$ cat src/rtl/bldc_pkg.sv
package bldc_pkg;

  // APB request bundle, driven by the bus master
  typedef struct packed {
    logic       psel;
    logic       penable;
    logic       pwrite;
    logic [7:0] paddr;
    logic [31:0] pwdata;
  } apb_req_t;

  // Register byte addresses
  localparam logic [7:0] OFF_CAP_CNT = 8'h00;
  localparam logic [7:0] OFF_CAP_CTL = 8'h04;
  localparam logic [7:0] OFF_CAP_STAT = 8'h08;
  localparam logic [7:0] OFF_CAP_IEN = 8'h0C;
  localparam logic [7:0] OFF_IO_CTL0 = 8'h10;
  localparam logic [7:0] OFF_IO_CTL1 = 8'h14;
  localparam logic [7:0] OFF_GEN_A = 8'h18;
  localparam logic [7:0] OFF_CHOP_CNT = 8'h28;
  localparam logic [7:0] OFF_CHOP_CONA = 8'h2C;
  localparam logic [7:0] OFF_CHOP_CONB = 8'h30;
  localparam logic [7:0] OFF_CHOP_CTL0 = 8'h34;
  localparam logic [7:0] OFF_CHOP_STAT = 8'h38;
  localparam logic [7:0] OFF_CHOP_CTL1 = 8'h3C;
  localparam logic [7:0] OFF_PORT_DIR = 8'h40;
  localparam logic [7:0] OFF_PORT_DATA = 8'h44;
  localparam logic [7:0] OFF_STOP_CTL = 8'h48;
  localparam logic [7:0] OFF_STOP_STAT = 8'h4C;
  localparam logic [7:0] GEN_STRIDE = 8'h04;

  // Widths
  localparam int PRESCALER_W = 13;
  localparam int PORT_W = 6;

  // Capture timer control fields
  localparam int CW_CLK_LSB = 0;
  localparam int CW_CLR_A_BIT = 2;
  localparam int CW_RUN_BIT = 7;
  localparam logic [1:0] CW_CLK_DIV2 = 2'h0;
  localparam logic [1:0] CW_CLK_DIV4 = 2'h1;
  localparam logic [1:0] CW_CLK_DIV8 = 2'h2;
  localparam logic [1:0] CW_CLK_EXT = 2'h3;

  // Chop control 0 / control 1 / status fields
  localparam int CV_CKS_LSB = 0;
  localparam int CV_CCLR_LSB = 3;
  localparam int CV_IEN_A_BIT = 6;
  localparam int CV_IEN_B_BIT = 7;
  localparam int CS_OS_A_LSB = 0;
  localparam int CS_OS_B_LSB = 2;
  localparam int CS_FLAG_A_BIT = 6;
  localparam int CS_FLAG_B_BIT = 7;
  localparam int CV1_ICKS_BIT = 0;
  localparam logic [2:0] CKS_EXT_RISE = 3'h5;
  localparam logic [2:0] CKS_EXT_FALL = 3'h6;
  localparam logic [2:0] CKS_EXT_BOTH = 3'h7;
  localparam logic [1:0] CCLR_NONE = 2'h0;
  localparam logic [1:0] CCLR_MATCH_A = 2'h1;
  localparam logic [1:0] CCLR_MATCH_B = 2'h2;
  localparam logic [1:0] CCLR_EXT = 2'h3;
  localparam logic [1:0] OS_KEEP = 2'h0;
  localparam logic [1:0] OS_LOW = 2'h1;
  localparam logic [1:0] OS_HIGH = 2'h2;

  // Stop input control fields
  localparam int STOP_RISE_BIT = 0;
  localparam int STOP_EN_BIT = 1;

  // Reset values
  localparam logic [15:0] CAP_CNT_RESET = 16'hFFFF;
  localparam logic [15:0] GEN_RESET = 16'hFFFF;
  localparam logic [7:0] CAP_CTL_RESET = 8'h02;
  localparam logic [3:0] IO_FUNC_RESET = 4'hE;
  localparam logic [5:0] IO_EDGE_RESET = 6'h3F;
  localparam logic [7:0] CHOP_CTL0_RESET = 8'h08;
  localparam logic [3:0] CHOP_OS_RESET = 4'h6;
  localparam logic [7:0] CHOP_CON_RESET = 8'hFF;

endpackage

$ cat src/rtl/pin_sync_edge.sv
`timescale 1ns/1ps
module pin_sync_edge
(
  // Clock and reset
  input wire logic clk_sys,
  input wire logic rst_b,
  // Asynchronous pin
  input wire logic pinIn,
  // Filtered level and one-cycle edge pulses
  output logic level,
  output logic rise,
  output logic fall
);

  logic stage1;
  logic stage2;
  logic stage3;
  logic [3:0] warmUp;

  // A change counts only when the last two stages agree
  wire settled = (stage2 == stage3) && (stage3 != level);

  // First stage feeds only the second, keeping metastability contained
  always_ff @(posedge clk_sys or negedge rst_b)
  begin
    if (!rst_b)
    begin
      stage1 <= 1'b0;
      stage2 <= 1'b0;
      stage3 <= 1'b0;
      warmUp <= 4'h0;
      level <= 1'b0;
      rise <= 1'b0;
      fall <= 1'b0;
    end
    else
    begin
      stage1 <= pinIn;
      stage2 <= stage1;
      stage3 <= stage2;
      warmUp <= {warmUp[2:0], 1'b1}; // A high pin after reset is no edge
      rise <= settled && stage3 && warmUp[3];
      fall <= settled && !stage3 && warmUp[3];
      if (settled)
        level <= stage3;
    end
  end

endmodule

$ cat src/rtl/bldc_commutation_timers.sv
// Implementation choices: the register offsets and the APB slave port.
`timescale 1ns/1ps
// Contract
// - 13-bit prescaler gives clock over 2 to 8192
// - 16-bit capture counter, clock /2 /4 /8 or external
// - Position edge copies counter, sets channel flag
// - Channel interrupt needs flag and enable both set
// - IO control picks register function and edges
// - Compare A match sets flag, may interrupt
// - Compare A interrupt ends each start step
// - Six fixed-period steps, then sensor commutation
// - Each position interrupt changes phase pattern
// - Capture counter defaults to clock over 8
// - 8-bit chop counter, three-bit plus extra select
// - Chop clear from external, match A or B
// - Chop constants compared, flags and interrupts
// - No chop compare while constant is written
// - Chop counter clears on match A by default
// - Output goes high on A, low on B
// - Chop waveform leaves on its own pin
// - Port bits drive U, /U, V, /V, W, /W
// - Stop input edge raises stop interrupt
// - Direction bit picks latched data or pin
// - External flags clear only by writing 0
module bldc_commutation_timers
(
  // Clock and reset
  input wire logic clk_sys,
  input wire logic rst_b,
  // APB slave
  input wire bldc_pkg::apb_req_t apbReq,
  output logic [31:0] prdata,
  output logic pready,
  output logic pslverr,
  // Motor side inputs
  input wire logic position_input_b,
  input wire logic position_input_c,
  input wire logic position_input_d,
  input wire logic captureExtClk,
  input wire logic chopExtClk,
  input wire logic chopExtReset,
  input wire logic stop_request_input,
  // Phase port, two-way pins
  input wire logic [5:0] phasePinIn,
  output logic [5:0] phasePinOut,
  output logic [5:0] phasePinOe,
  // Chop waveform and CPU interrupt requests
  output logic chop_output_pin,
  output logic captureTimerIrq,
  output logic chopTimerIrq,
  output logic stopIrq
);

  // Prescaler and divided ticks
  logic [12:0] system_prescaler;
  logic [13:1] tickDiv;
  // Capture timer state
  logic [15:0] capture_timer_counter;
  logic [7:0] capture_timer_control;
  logic [3:0] capture_timer_status;
  logic [3:0] capture_timer_irq_enable;
  logic [3:0] timer_io_control_0;
  logic [5:0] timer_io_control_1;
  logic [15:0] genReg [4];
  logic [3:0] genEq;
  logic [3:0] genEqPrev;
  logic [3:0] genEvent;
  logic [3:0] genWrite;
  logic [3:0] edgeHit;
  // Chop timer state
  logic [7:0] chop_counter;
  logic [7:0] chop_constant_a;
  logic [7:0] chop_constant_b;
  logic [7:0] chop_control_0;
  logic [3:0] chopOutSel;
  logic chop_match_a_flag;
  logic chop_match_b_flag;
  logic chop_control_1;
  logic chopEqA;
  logic chopEqB;
  logic chopEqAPrev;
  logic chopEqBPrev;
  // Port and stop input
  logic [5:0] phase_port_direction;
  logic [5:0] phase_port_data;
  logic [1:0] stopControl;
  logic stopFlag;
  // Synchronised pins
  logic [13:0] pinRaw;
  logic [13:0] pinLevel;
  logic [13:0] pinRise;
  logic [13:0] pinFall;

  // All asynchronous inputs pass the same filtered synchroniser
  assign pinRaw = {phasePinIn, stop_request_input, chopExtReset,
                   chopExtClk, captureExtClk, position_input_d,
                   position_input_c, position_input_b, 1'b0};

  genvar p;
  generate
    for (p = 0; p < 14; p++)
    begin : gSync
      pin_sync_edge uSync
      (
        .clk_sys(clk_sys),
        .rst_b(rst_b),
        .pinIn(pinRaw[p]),
        .level(pinLevel[p]),
        .rise(pinRise[p]),
        .fall(pinFall[p])
      );
    end
  endgenerate

  // Pin map: 1..3 positions, 4 cap clock, 5 chop clock, 6 chop reset,
  // 7 stop, 8..13 phase pins
  wire capExtRise = pinRise[4];
  wire chopExtRise = pinRise[5];
  wire chopExtFall = pinFall[5];
  wire chopResetRise = pinRise[6];
  wire stopEdge = stopControl[bldc_pkg::STOP_RISE_BIT] ? pinRise[7]
                                                       : pinFall[7];
  wire [5:0] phasePinLevel = pinLevel[13:8];

  // APB decode; a write lands only on the edge that completes access
  wire apbAccess = apbReq.psel && apbReq.penable;
  wire wrStrobe = apbAccess && pready && apbReq.pwrite;
  wire [7:0] addr = apbReq.paddr;
  wire [31:0] wdata = apbReq.pwdata;
  wire wrCapCnt = wrStrobe && (addr == bldc_pkg::OFF_CAP_CNT);
  wire wrCapCtl = wrStrobe && (addr == bldc_pkg::OFF_CAP_CTL);
  wire wrCapStat = wrStrobe && (addr == bldc_pkg::OFF_CAP_STAT);
  wire wrCapIen = wrStrobe && (addr == bldc_pkg::OFF_CAP_IEN);
  wire wrIo0 = wrStrobe && (addr == bldc_pkg::OFF_IO_CTL0);
  wire wrIo1 = wrStrobe && (addr == bldc_pkg::OFF_IO_CTL1);
  wire wrChopCnt = wrStrobe && (addr == bldc_pkg::OFF_CHOP_CNT);
  wire wrConA = wrStrobe && (addr == bldc_pkg::OFF_CHOP_CONA);
  wire wrConB = wrStrobe && (addr == bldc_pkg::OFF_CHOP_CONB);
  wire wrChopCtl0 = wrStrobe && (addr == bldc_pkg::OFF_CHOP_CTL0);
  wire wrChopStat = wrStrobe && (addr == bldc_pkg::OFF_CHOP_STAT);
  wire wrChopCtl1 = wrStrobe && (addr == bldc_pkg::OFF_CHOP_CTL1);
  wire wrPortDir = wrStrobe && (addr == bldc_pkg::OFF_PORT_DIR);
  wire wrPortData = wrStrobe && (addr == bldc_pkg::OFF_PORT_DATA);
  wire wrStopCtl = wrStrobe && (addr == bldc_pkg::OFF_STOP_CTL);
  wire wrStopStat = wrStrobe && (addr == bldc_pkg::OFF_STOP_STAT);

  // Prescaler taps: bit k-1 and below all ones means a divide-by-2^k tick
  genvar k;
  generate
    for (k = 1; k <= bldc_pkg::PRESCALER_W; k++)
    begin : gTap
      assign tickDiv[k] = &system_prescaler[k-1:0];
    end
  endgenerate

  always_ff @(posedge clk_sys or negedge rst_b)
  begin
    if (!rst_b)
      system_prescaler <= 13'h0000;
    else
      system_prescaler <= system_prescaler + 13'h0001;
  end

  // Capture counter clock select; reset value picks clock over 8
  wire [1:0] capClkSel = capture_timer_control[bldc_pkg::CW_CLK_LSB +: 2];
  wire capClkTick = (capClkSel == bldc_pkg::CW_CLK_DIV2) ? tickDiv[1] :
                    (capClkSel == bldc_pkg::CW_CLK_DIV4) ? tickDiv[2] :
                    (capClkSel == bldc_pkg::CW_CLK_DIV8) ? tickDiv[3] :
                    capExtRise;
  wire capTick = capture_timer_control[bldc_pkg::CW_RUN_BIT] && capClkTick;
  wire capClearA = capture_timer_control[bldc_pkg::CW_CLR_A_BIT]
                   && genEq[0];

  // Counter holds the matched value for one tick, then restarts at zero
  always_ff @(posedge clk_sys or negedge rst_b)
  begin
    if (!rst_b)
      capture_timer_counter <= bldc_pkg::CAP_CNT_RESET;
    else if (wrCapCnt)
      capture_timer_counter <= wdata[15:0];
    else if (capTick && capClearA)
      capture_timer_counter <= 16'h0000;
    else if (capTick)
      capture_timer_counter <= capture_timer_counter + 16'h0001;
  end

  // Capture control, enables and function select
  always_ff @(posedge clk_sys or negedge rst_b)
  begin
    if (!rst_b)
    begin
      capture_timer_control <= bldc_pkg::CAP_CTL_RESET;
      capture_timer_irq_enable <= 4'h0;
      timer_io_control_0 <= bldc_pkg::IO_FUNC_RESET;
      timer_io_control_1 <= bldc_pkg::IO_EDGE_RESET;
    end
    else
    begin
      if (wrCapCtl)
        capture_timer_control <= wdata[7:0];
      if (wrCapIen)
        capture_timer_irq_enable <= wdata[3:0];
      if (wrIo0)
        timer_io_control_0 <= wdata[3:0];
      if (wrIo1)
        timer_io_control_1 <= wdata[5:0];
    end
  end

  // Channel 0 is compare A; channels 1..3 are capture B, C, D.
  // A capture beats a CPU write landing on the same edge.
  genvar c;
  generate
    for (c = 0; c < 4; c++)
    begin : gChan
      if (c == 0)
      begin : gNoPin
        assign edgeHit[c] = 1'b0;
      end
      else
      begin : gPin
        assign edgeHit[c] = (timer_io_control_1[2*c-2] && pinRise[c])
                         || (timer_io_control_1[2*c-1] && pinFall[c]);
      end
      assign genWrite[c] = wrStrobe
        && (addr == bldc_pkg::OFF_GEN_A + bldc_pkg::GEN_STRIDE * 8'(c));
      assign genEq[c] = (capture_timer_counter == genReg[c]);
      // Capture on selected edge, or compare on a fresh match
      assign genEvent[c] = timer_io_control_0[c]
                           ? edgeHit[c]
                           : (genEq[c] && !genEqPrev[c]);

      always_ff @(posedge clk_sys or negedge rst_b)
      begin
        if (!rst_b)
        begin
          genReg[c] <= bldc_pkg::GEN_RESET;
          genEqPrev[c] <= 1'b1; // Equal reset values are no match
          capture_timer_status[c] <= 1'b0;
        end
        else
        begin
          genEqPrev[c] <= genEq[c];
          if (timer_io_control_0[c] && edgeHit[c])
            genReg[c] <= capture_timer_counter;
          else if (genWrite[c])
            genReg[c] <= wdata[15:0];
          // Set beats a same-cycle clear so no event is lost
          if (genEvent[c])
            capture_timer_status[c] <= 1'b1;
          else if (wrCapStat && !wdata[c])
            capture_timer_status[c] <= 1'b0;
        end
      end
    end
  endgenerate

  // Chop counter clock: internal taps over 2..256 or external edges
  wire [2:0] chopCks = chop_control_0[bldc_pkg::CV_CKS_LSB +: 3];
  wire [3:0] chopTapIdx = {chopCks, chop_control_1} - 4'h1;
  logic chopTick;

  always_comb
  begin
    case (chopCks)
      3'h1, 3'h2, 3'h3, 3'h4: chopTick = tickDiv[chopTapIdx];
      bldc_pkg::CKS_EXT_RISE: chopTick = chopExtRise;
      bldc_pkg::CKS_EXT_FALL: chopTick = chopExtFall;
      bldc_pkg::CKS_EXT_BOTH: chopTick = chopExtRise || chopExtFall;
      default: chopTick = 1'b0;
    endcase
  end

  // Compare is blanked on the cycle the constant is being written
  assign chopEqA = (chop_counter == chop_constant_a) && !wrConA;
  assign chopEqB = (chop_counter == chop_constant_b) && !wrConB;
  wire chopMatchA = chopEqA && !chopEqAPrev;
  wire chopMatchB = chopEqB && !chopEqBPrev;
  wire [1:0] chopClr = chop_control_0[bldc_pkg::CV_CCLR_LSB +: 2];
  wire chopClrHit = (chopClr == bldc_pkg::CCLR_MATCH_A && chopEqA)
                 || (chopClr == bldc_pkg::CCLR_MATCH_B && chopEqB);
  wire chopExtClr = (chopClr == bldc_pkg::CCLR_EXT) && chopResetRise;

  // External reset clears at once; match clears on the next count
  always_ff @(posedge clk_sys or negedge rst_b)
  begin
    if (!rst_b)
      chop_counter <= 8'h00;
    else if (wrChopCnt)
      chop_counter <= wdata[7:0];
    else if (chopExtClr)
      chop_counter <= 8'h00;
    else if (chopTick && chopClrHit)
      chop_counter <= 8'h00;
    else if (chopTick)
      chop_counter <= chop_counter + 8'h01;
  end

  // Chop constants, control and match flags
  always_ff @(posedge clk_sys or negedge rst_b)
  begin
    if (!rst_b)
    begin
      chop_constant_a <= bldc_pkg::CHOP_CON_RESET;
      chop_constant_b <= bldc_pkg::CHOP_CON_RESET;
      chop_control_0 <= bldc_pkg::CHOP_CTL0_RESET;
      chop_control_1 <= 1'b0;
      chopOutSel <= bldc_pkg::CHOP_OS_RESET;
      chopEqAPrev <= 1'b0;
      chopEqBPrev <= 1'b0;
      chop_match_a_flag <= 1'b0;
      chop_match_b_flag <= 1'b0;
    end
    else
    begin
      chopEqAPrev <= chopEqA;
      chopEqBPrev <= chopEqB;
      if (wrConA)
        chop_constant_a <= wdata[7:0];
      if (wrConB)
        chop_constant_b <= wdata[7:0];
      if (wrChopCtl0)
        chop_control_0 <= wdata[7:0];
      if (wrChopCtl1)
        chop_control_1 <= wdata[bldc_pkg::CV1_ICKS_BIT];
      if (wrChopStat)
        chopOutSel <= wdata[3:0];
      if (chopMatchA)
        chop_match_a_flag <= 1'b1;
      else if (wrChopStat && !wdata[bldc_pkg::CS_FLAG_A_BIT])
        chop_match_a_flag <= 1'b0;
      if (chopMatchB)
        chop_match_b_flag <= 1'b1;
      else if (wrChopStat && !wdata[bldc_pkg::CS_FLAG_B_BIT])
        chop_match_b_flag <= 1'b0;
    end
  end

  // Output level per match; match B wins when both land together
  wire [1:0] osA = chopOutSel[bldc_pkg::CS_OS_A_LSB +: 2];
  wire [1:0] osB = chopOutSel[bldc_pkg::CS_OS_B_LSB +: 2];
  wire osBAct = chopMatchB && (osB != bldc_pkg::OS_KEEP);
  wire osAAct = chopMatchA && (osA != bldc_pkg::OS_KEEP);
  wire [1:0] osNow = osBAct ? osB : osA;
  wire next_chopOut = (osNow == bldc_pkg::OS_LOW) ? 1'b0 :
                      (osNow == bldc_pkg::OS_HIGH) ? 1'b1 :
                      !chop_output_pin;

  always_ff @(posedge clk_sys or negedge rst_b)
  begin
    if (!rst_b)
      chop_output_pin <= 1'b0;
    else if (osBAct || osAAct)
      chop_output_pin <= next_chopOut;
  end

  // Phase port and stop input; pins drive straight from the latches
  always_ff @(posedge clk_sys or negedge rst_b)
  begin
    if (!rst_b)
    begin
      phase_port_direction <= 6'h00;
      phase_port_data <= 6'h00;
      stopControl <= 2'h0;
      stopFlag <= 1'b0;
    end
    else
    begin
      if (wrPortDir)
        phase_port_direction <= wdata[5:0];
      if (wrPortData)
        phase_port_data <= wdata[5:0];
      if (wrStopCtl)
        stopControl <= wdata[1:0];
      // Flag survives acceptance; only a written 0 clears it
      if (stopEdge)
        stopFlag <= 1'b1;
      else if (wrStopStat && !wdata[0])
        stopFlag <= 1'b0;
    end
  end

  assign phasePinOut = phase_port_data;
  assign phasePinOe = phase_port_direction;

  // Read mux; unmapped addresses read zero with an error
  wire [5:0] portRead = (phase_port_direction & phase_port_data)
                     | (~phase_port_direction & phasePinLevel);
  wire [7:0] chopStatRead = {chop_match_b_flag, chop_match_a_flag,
                             2'h0, chopOutSel};
  logic [31:0] readMux;
  logic readHit;

  always_comb
  begin
    readHit = 1'b1;
    case (addr)
      bldc_pkg::OFF_CAP_CNT: readMux = {16'h0000, capture_timer_counter};
      bldc_pkg::OFF_CAP_CTL: readMux = {24'h00_0000, capture_timer_control};
      bldc_pkg::OFF_CAP_STAT: readMux = {28'h000_0000, capture_timer_status};
      bldc_pkg::OFF_CAP_IEN:
        readMux = {28'h000_0000, capture_timer_irq_enable};
      bldc_pkg::OFF_IO_CTL0: readMux = {28'h000_0000, timer_io_control_0};
      bldc_pkg::OFF_IO_CTL1: readMux = {26'h000_0000, timer_io_control_1};
      8'h18: readMux = {16'h0000, genReg[0]};
      8'h1C: readMux = {16'h0000, genReg[1]};
      8'h20: readMux = {16'h0000, genReg[2]};
      8'h24: readMux = {16'h0000, genReg[3]};
      bldc_pkg::OFF_CHOP_CNT: readMux = {24'h00_0000, chop_counter};
      bldc_pkg::OFF_CHOP_CONA: readMux = {24'h00_0000, chop_constant_a};
      bldc_pkg::OFF_CHOP_CONB: readMux = {24'h00_0000, chop_constant_b};
      bldc_pkg::OFF_CHOP_CTL0: readMux = {24'h00_0000, chop_control_0};
      bldc_pkg::OFF_CHOP_STAT: readMux = {24'h00_0000, chopStatRead};
      bldc_pkg::OFF_CHOP_CTL1: readMux = {31'h0000_0000, chop_control_1};
      bldc_pkg::OFF_PORT_DIR: readMux = {26'h000_0000, phase_port_direction};
      bldc_pkg::OFF_PORT_DATA: readMux = {26'h000_0000, portRead};
      bldc_pkg::OFF_STOP_CTL: readMux = {30'h0000_0000, stopControl};
      bldc_pkg::OFF_STOP_STAT: readMux = {31'h0000_0000, stopFlag};
      default:
      begin
        readMux = 32'h0000_0000;
        readHit = 1'b0;
      end
    endcase
  end

  // One wait state: pready rises on the second access cycle
  always_ff @(posedge clk_sys or negedge rst_b)
  begin
    if (!rst_b)
    begin
      pready <= 1'b0;
      prdata <= 32'h0000_0000;
      pslverr <= 1'b0;
    end
    else
    begin
      pready <= apbAccess && !pready;
      pslverr <= apbAccess && !pready && !readHit; // Stands with pready only
      if (apbAccess && !pready)
        prdata <= apbReq.pwrite ? 32'h0000_0000 : readMux;
    end
  end

  // Interrupt requests need both flag and enable
  wire chopIen = (chop_match_a_flag
                  && chop_control_0[bldc_pkg::CV_IEN_A_BIT])
              || (chop_match_b_flag
                  && chop_control_0[bldc_pkg::CV_IEN_B_BIT]);

  always_ff @(posedge clk_sys or negedge rst_b)
  begin
    if (!rst_b)
    begin
      captureTimerIrq <= 1'b0;
      chopTimerIrq <= 1'b0;
      stopIrq <= 1'b0;
    end
    else
    begin
      captureTimerIrq <= |(capture_timer_status
                           & capture_timer_irq_enable);
      chopTimerIrq <= chopIen;
      stopIrq <= stopFlag && stopControl[bldc_pkg::STOP_EN_BIT];
    end
  end

endmodule

$ cat config.mk
export PLATFORM = sky130hd
export DESIGN_NAME = bldc_commutation_timers
export DESIGN_NICKNAME = d
export VERILOG_FILES = /design/src/rtl/bldc_pkg.sv /design/src/rtl/pin_sync_edge.sv /design/src/rtl/bldc_commutation_timers.sv
export SDC_FILE = /design/constraint.sdc
export NUM_CORES = 1
export LEC_CHECK = 0
export BUFFER_PORTS_ARGS = -buffer_cell sky130_fd_sc_hd__buf_4
export CAP_MARGIN = 5
export CORE_ASPECT_RATIO = 1.1
export CORE_MARGIN = 8
export CORE_UTILIZATION = 41
export DETAILED_ROUTE_END_ITERATION = 6
export PLACE_DENSITY = 0.68
export SETUP_SLACK_MARGIN = 0.1
export SYNTH_ARGS = -nofsm -noshare
export SYNTH_HDL_FRONTEND = slang
export SYNTH_SLANG_ARGS = --single-unit
$ cat constraint.sdc
create_clock -name clk_sys -period 4.6 [get_ports clk_sys]
set_clock_uncertainty 0.05 [all_clocks]
set_input_delay 0.46 -clock clk_sys [delete_from_list [all_inputs] [get_ports clk_sys]]
set_output_delay 0.46 -clock clk_sys [all_outputs]
set_load 0.02 [all_outputs]
# Yosys cells after proc, flatten, opt, wreduce, memory -nomap -nowiden

Index checks and enable logic that the tools add are counted.

Add/sub/neg operators: 4
$lt $le $gt $ge: 1
Equality and inequality tests: 65
Mux-type cells: 44
Bitwise logic cells: 5
Reductions and logical operators: 158

Operators with widths:

| kind                  | count |
|---|---|
| $pmux 16 s20          | 1 |
| $mux 16               | 9 |
| $logic_and 1x1->1     | 98 |
| $eq 16x16->1          | 4 |
| $eq 8x6->1 const B    | 8 |
| $eq 8x5->1 const B    | 4 |
| $eq 8x7->1 const B    | 4 |
| $mux 32               | 1 |
| $mux 8                | 4 |
| $mux 1                | 26 |
| $reduce_bool 2->1     | 12 |
| $logic_not 1->1       | 22 |
| $reduce_or 20->1      | 1 |
| $add 16x1->16 const B | 1 |
| $eq 8x4->1 const B    | 2 |
| $eq 8x8->1            | 2 |
| $add 13x1->13 const B | 1 |
| $eq 1x1->1            | 13 |
| $ne 1x1->1            | 13 |
| $reduce_and 13->1     | 1 |
| $and 6x6->6           | 2 |
| $eq 3x3->1 const B    | 4 |
| $reduce_and 12->1     | 1 |
| $reduce_and 11->1     | 1 |
| 29 further kinds      | 42 |

Register bits after elaboration: 309
Input bits: 58
Output and inout bits: 50
Logic and storage cells: 387

# Depth between registers and ports, before layout

Depth in word-level cells: 12
Gate-level depth with buffers: 10
Depth with buffers taken out: 9

# Hierarchy

Synthesis repeated with hierarchy kept, for this count alone.

Cells, all modules: 1287
Area, all modules: 15215.8 um^2

By module, submodules not included:

| module                  | times used | cells an instance | area each (um^2) | sequential area each (um^2) |
|---|---|---|---|---|
| bldc_commutation_timers | 1          | 1105              | 11458.5          | 5171.2 |
| pin_sync_edge           | 13         | 14                | 289.0            | 250.2 |

# Worst setup path after synthesis

Ideal clock, no wire load.

Path type: register to register
Start point: register system_prescaler[0]
End point: register capture_timer_counter[3]
Setup time: 0.062 ns
Arrival time: 2.392 ns
Required time: 4.488 ns
Slack: 2.097 ns
Stages on the path, launching flop included: 10
Buffers on the path: 1
Clock period less this slack: 2.503 ns
Path through: dfrtp_1 > ha_1 > and2_1 > mux4_2 > and2_1 > a31o_2 > or2_1 > clkbuf_2 > nor3b_1 > a221o_1

Cells in the longest elaborated chain, start to end: 8
Elaborated cells between the ends (all ways): 10
Classes of those cells: mux: 5; reduce/logical: 5

RTL lines:

| element                | line                           | source |
|---|---|---|
| start, declared        | bldc_commutation_timers.sv:55  | `logic [12:0] system_prescaler;` |
| start signal, assigned | bldc_commutation_timers.sv:161 | `system_prescaler <= system_prescaler + 13'h0001;` |
| $reduce_and 3->1       | bldc_commutation_timers.sv:152 | `assign tickDiv[k] = &system_prescaler[k-1:0];` |
| $mux 1                 | bldc_commutation_timers.sv:168 | `(capClkSel == bldc_pkg::CW_CLK_DIV8) ? tickDiv[3] :` |
| $mux 1                 | bldc_commutation_timers.sv:167 | `(capClkSel == bldc_pkg::CW_CLK_DIV4) ? tickDiv[2] :` |
| $mux 1 *               | bldc_commutation_timers.sv:166 | `wire capClkTick = (capClkSel == bldc_pkg::CW_CLK_DIV2) ? tickDiv[1] :` |
| $logic_and 1x1->1 *    | bldc_commutation_timers.sv:170 | `wire capTick = capture_timer_control[bldc_pkg::CW_RUN_BIT] && capClkTick;` |
| $logic_and 1x1->1      | bldc_commutation_timers.sv:181 | `else if (capTick && capClearA)` |
| $mux 16                | bldc_commutation_timers.sv:181 |  |
| $mux 16                | bldc_commutation_timers.sv:179 | `else if (wrCapCnt)` |
| end signal, assigned   | bldc_commutation_timers.sv:178 | `capture_timer_counter <= bldc_pkg::CAP_CNT_RESET;` |
| end signal, assigned   | bldc_commutation_timers.sv:180 | `capture_timer_counter <= wdata[15:0];` |
| end signal, assigned   | bldc_commutation_timers.sv:184 | `capture_timer_counter <= capture_timer_counter + 16'h0001;` |
| end, declared          | bldc_commutation_timers.sv:58  | `logic [15:0] capture_timer_counter;` |

Mark *: on every way between the ends. The rest lies on a longest branch, timed or not.
A chain may end at the register's enable or synchronous reset.

# Worst setup path in the final report

Ends and elaborated chain as after synthesis.

==> summary by stage <==
Outcome
The flow ran to the end, and the final reports show no timing, DRC or antenna violations.

Clock network
TritonCTS built the clock tree. The total CTS buffers is 30. After clock tree synthesis, the clock-pin slew on the worst setup and hold paths is ~0.060 ns. Clock tree synthesis selected as its root buffer the cell sky130_fd_sc_hd__clkbuf_16. The number of gates resized after CTS is 0. At the later pin of the worst-skew pair, clock insertion delay measures approximately 0.59 ns.

The CTS sink count is 269. CTS built an H-tree with a depth of 1. The deepest clock path buffer count is 3.

GRT
The global-route wire length before repair is around 58000 um. The number of antenna violations at the first check in global routing is 1. The number of global-route vias before repair was between 9000 and 10000. The residual overflow from global routing is 0. For this run, the total global-route usage over all layers was measured as between 10% and 20%.

Entering global routing, the biggest net connects 130 pins.

Drt
The via-per-instance ratio is between 5 and 6. The first-pass iteration count of the detailed router is 5. In the routed design, unresolved DRC markers number 0. The detail route stage leaves a number of antenna-violating nets equal to 0. The number of DRC markers after the initial detailed-route iteration is ~780. The total wire length is about 37000 um. The total number of vias is ~9600.

Dividing the detail-routed wire length by the instance count gives between 20 and 25 um.

Logic synthesis
Counting distinct cell types in the post-synthesis netlist gives 73. The mean instance size in the synthesized netlist is ~11 um^2. In the synthesized netlist the dominant register cell turns out to be sky130_fd_sc_hd__dfrtp_1. The total of warnings raised by yosys is 0.

For this run, asynchronously set or reset flops after synthesis account for 100%. The flip-flop and latch count after synthesis is around 270. The post-synthesis cell area is 13100 um^2.

The share of the Yosys chip area taken by registers is 52.6%. The number of enable flip-flop cells after synthesis is 0. The synthesized netlist cell count is ~1200.

Placed design
The placed standard-cell area is between 10000 and 15000 um^2. The number of input and output port buffers inserted is between 70 and 80. The wire-length estimate of the detail-placed layout is around 25000 um.

Counting tap cells, the placed design contains a total of 1624 instances. Routability-driven placement finished with a final weighted congestion of about 0.92.

Finish
For this run, the post-layout net count is about 1300. The number of antenna diodes is 0. The most common library cell in the layout ignoring fill and taps is sky130_fd_sc_hd__dfrtp_1. The share of final-layout standard cells stronger than drive strength 1 is 29.0%. The top cell types in the final layout, fill and taps aside, are sky130_fd_sc_hd__dfrtp_1, sky130_fd_sc_hd__nand2_1, sky130_fd_sc_hd__dfstp_2.

Excluding fillers, the count of instances in the completed layout stands at 1693. The area growth from synthesis to layout is 16.9%. The share of the core filled with cells is about 49%. The filler cells instantiated in the layout total approximately 2800. The final design instance area without fill is 15300 um^2.

Critical path
The signal arrival time at the worst endpoint is between 3 and 4 ns. The cell occurring most often along the worst timing path is sky130_fd_sc_hd__and2_1. The critical path goes through ha_1 -> and2_1 -> mux4_2 -> and2_1 -> a31o_2 -> or2_1 -> nor3b_1 -> a221o_1. STA puts the critical path data required time at just over 5 ns. The highest net fanout along the worst path is 11. The worst setup path is launched from a register. In this design, the stage delay of the slowest critical-path cell is between 0.5 and 0.6 ns. The kind of critical path is register to register. The endpoint type of the worst setup path is a register. The slowest stage cell on the critical path is sky130_fd_sc_hd__mux4_2.

Floorplan
The x dimension of the die is 186 um. The initial utilization of the core area, before any placement, comes to 41.6%. The number of placement rows is 68. From bottom edge to top edge, the die measures between 200 and 250 um. In this run the standard cell core region covers roughly 31000 um^2.

In this run the count of I/O pins placed on the die edge is roughly 110. The die covers approximately 38000 um^2.

STA
Setup violations remaining at the end of the flow were counted as 0. The ratio of final minimum period to clock period is 63.2%. Subtracting the final worst setup slack from the clock period gives slightly below 3 ns. The final-report max-slew violation count is 0. Setup repair after global routing left no endpoint under its margin. The actual transition at the worst max-transition pin is between 0.7 and 0.8 ns. The worst slew margin relative to its limit is about half. The final total negative setup slack is 0 ns.

Static timing analysis puts the maximum clock frequency at approximately 340 MHz. The number of failing hold endpoints at the final stage is 0.

Pwr
Dividing total power by cell area gives a power density of about 350 nW/um^2. IR analysis of the VDD net gives a maximum drop of 247 uV. In this run the static leakage power is ~6.5 nW.

Hold path
The path type of the worst min-delay path is primary input to register.

Flow run
Across the run, the number of max-cap violations was 0.
==> synthesized netlist by cell type (5+ instances only) <==
| cell | instances | share of area (%) |
|---|---|---|
| sky130_fd_sc_hd__a21o_1 | 6 | 0.34 |
| sky130_fd_sc_hd__a21oi_1 | 16 | 0.61 |
| sky130_fd_sc_hd__a221oi_1 | 15 | 1.0 |
| sky130_fd_sc_hd__a222oi_1 | 6 | 0.46 |
| sky130_fd_sc_hd__a22o_1 | 8 | 0.54 |
| sky130_fd_sc_hd__a22oi_1 | 51 | 2.9 |
| sky130_fd_sc_hd__and3_1 | 11 | 0.53 |
| sky130_fd_sc_hd__and4b_1 | 7 | 0.54 |
| sky130_fd_sc_hd__buf_1 | 6 | 0.17 |
| sky130_fd_sc_hd__buf_2 | 6 | 0.23 |
| sky130_fd_sc_hd__buf_4 | 17 | 0.98 |
| sky130_fd_sc_hd__clkbuf_1 | 50 | 1.4 |
| sky130_fd_sc_hd__dfrtp_1 | 156 | 30 |
| sky130_fd_sc_hd__dfstp_2 | 113 | 23 |
| sky130_fd_sc_hd__ha_1 | 5 | 0.48 |
| sky130_fd_sc_hd__inv_1 | 16 | 0.46 |
| sky130_fd_sc_hd__maj3_1 | 13 | 1.0 |
| sky130_fd_sc_hd__mux2_2 | 83 | 7.2 |
| sky130_fd_sc_hd__mux2i_1 | 46 | 3.5 |
| sky130_fd_sc_hd__nand2_1 | 140 | 4.0 |
| sky130_fd_sc_hd__nand2b_1 | 8 | 0.38 |
| sky130_fd_sc_hd__nand3_1 | 21 | 0.80 |
| sky130_fd_sc_hd__nand3b_1 | 5 | 0.29 |
| sky130_fd_sc_hd__nand4_1 | 26 | 1.2 |
| sky130_fd_sc_hd__nor2_1 | 39 | 1.1 |
| sky130_fd_sc_hd__nor2_2 | 5 | 0.24 |
| sky130_fd_sc_hd__nor3_1 | 10 | 0.38 |
| sky130_fd_sc_hd__nor4_1 | 11 | 0.53 |
| sky130_fd_sc_hd__nor4bb_1 | 5 | 0.38 |
| sky130_fd_sc_hd__o211ai_1 | 7 | 0.40 |
| sky130_fd_sc_hd__o21ai_0 | 92 | 3.5 |
| sky130_fd_sc_hd__xnor2_1 | 77 | 5.2 |
| sky130_fd_sc_hd__xor2_1 | 27 | 1.8 |
==> critical path, delay by kind of cell (launching register included) <==
family                   cells  cell delay, ns
AO/OA/AOI/OAI                2            0.48
adder cells (fa/ha/maj)      1            0.29
flip-flops                   1            0.44
multiplexers                 1            0.56
AND/OR/NAND/NOR              4            1.01
==> routing by layer <==
layer  wire (um)  vias up  track usage, %
met5           9        -               0
met4        1000        2            6.33
met3        2890       75            4.63
met2       16800      347            30.2
met1       16100     4800            26.6
li1            -     4337               -
==> power by group <==
| part | internal, mW | switching (mW) |
|---|---|---|
| clock network | 1.68 | 1.01 |
| registers | 2.42 | 0.0375 |
| logic | 0.0827 | 0.144 |
==> path summary, 6_finish.rpt <==
kind | startpoint | endpoint | slack [ns] | depth (start not counted)
setup / recovery | system_prescaler[0] | capture_timer_counter[3] | 1.69 | 8
hold reg to reg | gSync[7].uSync.warmUp[1] | gSync[7].uSync.warmUp[2] | 0.30 | 0
hold / removal | apbReq[11] | capture_timer_counter[11] | 0.08 | 3
min in group asynchronous | rst_b | gSync[8].uSync.stage1 | 0.40 | 2
setup reg to reg | system_prescaler[0] | capture_timer_counter[3] | 1.69 | 8
max in group asynchronous | rst_b | chop_control_0[6] | 2.91 | 3
==> repair_timing <==
action | in CTS | in global routing
setup buffers | 0 | 0
endpoints found under the hold margin | 95 | 0
hold buffers | 14 | 0
==> cell families (layout without fill, tap and decap cells) <==
family	Yosys count	count (layout)	synth area share, %
fa+ha+maj	18	18	1.48
buf+inv	97	179	3.40
simple gates	325	325	12.9
mux	130	130	10.9
compound gates	231	231	11.7
xor+xnor	104	104	6.98
other cells	2	17	0.0575
flops	269	269	52.6
==> through the flow <==
step	power (mW)	worst slack, ns	hold slack, ns
floorplan	2.59	2.10	0.114
global placement	2.71	1.62	0.282
detailed placement	2.71	1.61	0.285
CTS	5.42	1.69	0.0693
global route	5.54	1.55	0.0895
finish	5.38	1.69	0.0838
==> registers in the layout, summed over array words and instances, names as in the netlist, 8 cells and up <==
register,flops
gSync.uSync.stage3,13
chop_control_0,8
capture_timer_counter,16
prdata,16
gSync.uSync.level,13
gSync.uSync.stage1,13
capture_timer_control,8
system_prescaler,13
genReg,64
gSync.uSync.stage2,13
chop_constant_a,8
chop_counter,8
chop_constant_b,8
==> cell type report <==
class | count | area (um^2) | share of cell area, %
Sequential cell | 269 | 6870 | 45.0
Clock buffer | 38 | 841 | 5.51
Clock inverter | 17 | 288 | 1.89
Multi-Input combinational cell | 825 | 5810 | 38.1
Timing Repair Buffer | 108 | 866 | 5.67
Tap cell | 420 | 526 | 3.44
Inverter | 16 | 60.1 | 0.394
Power figures use the tool's default switching activity.
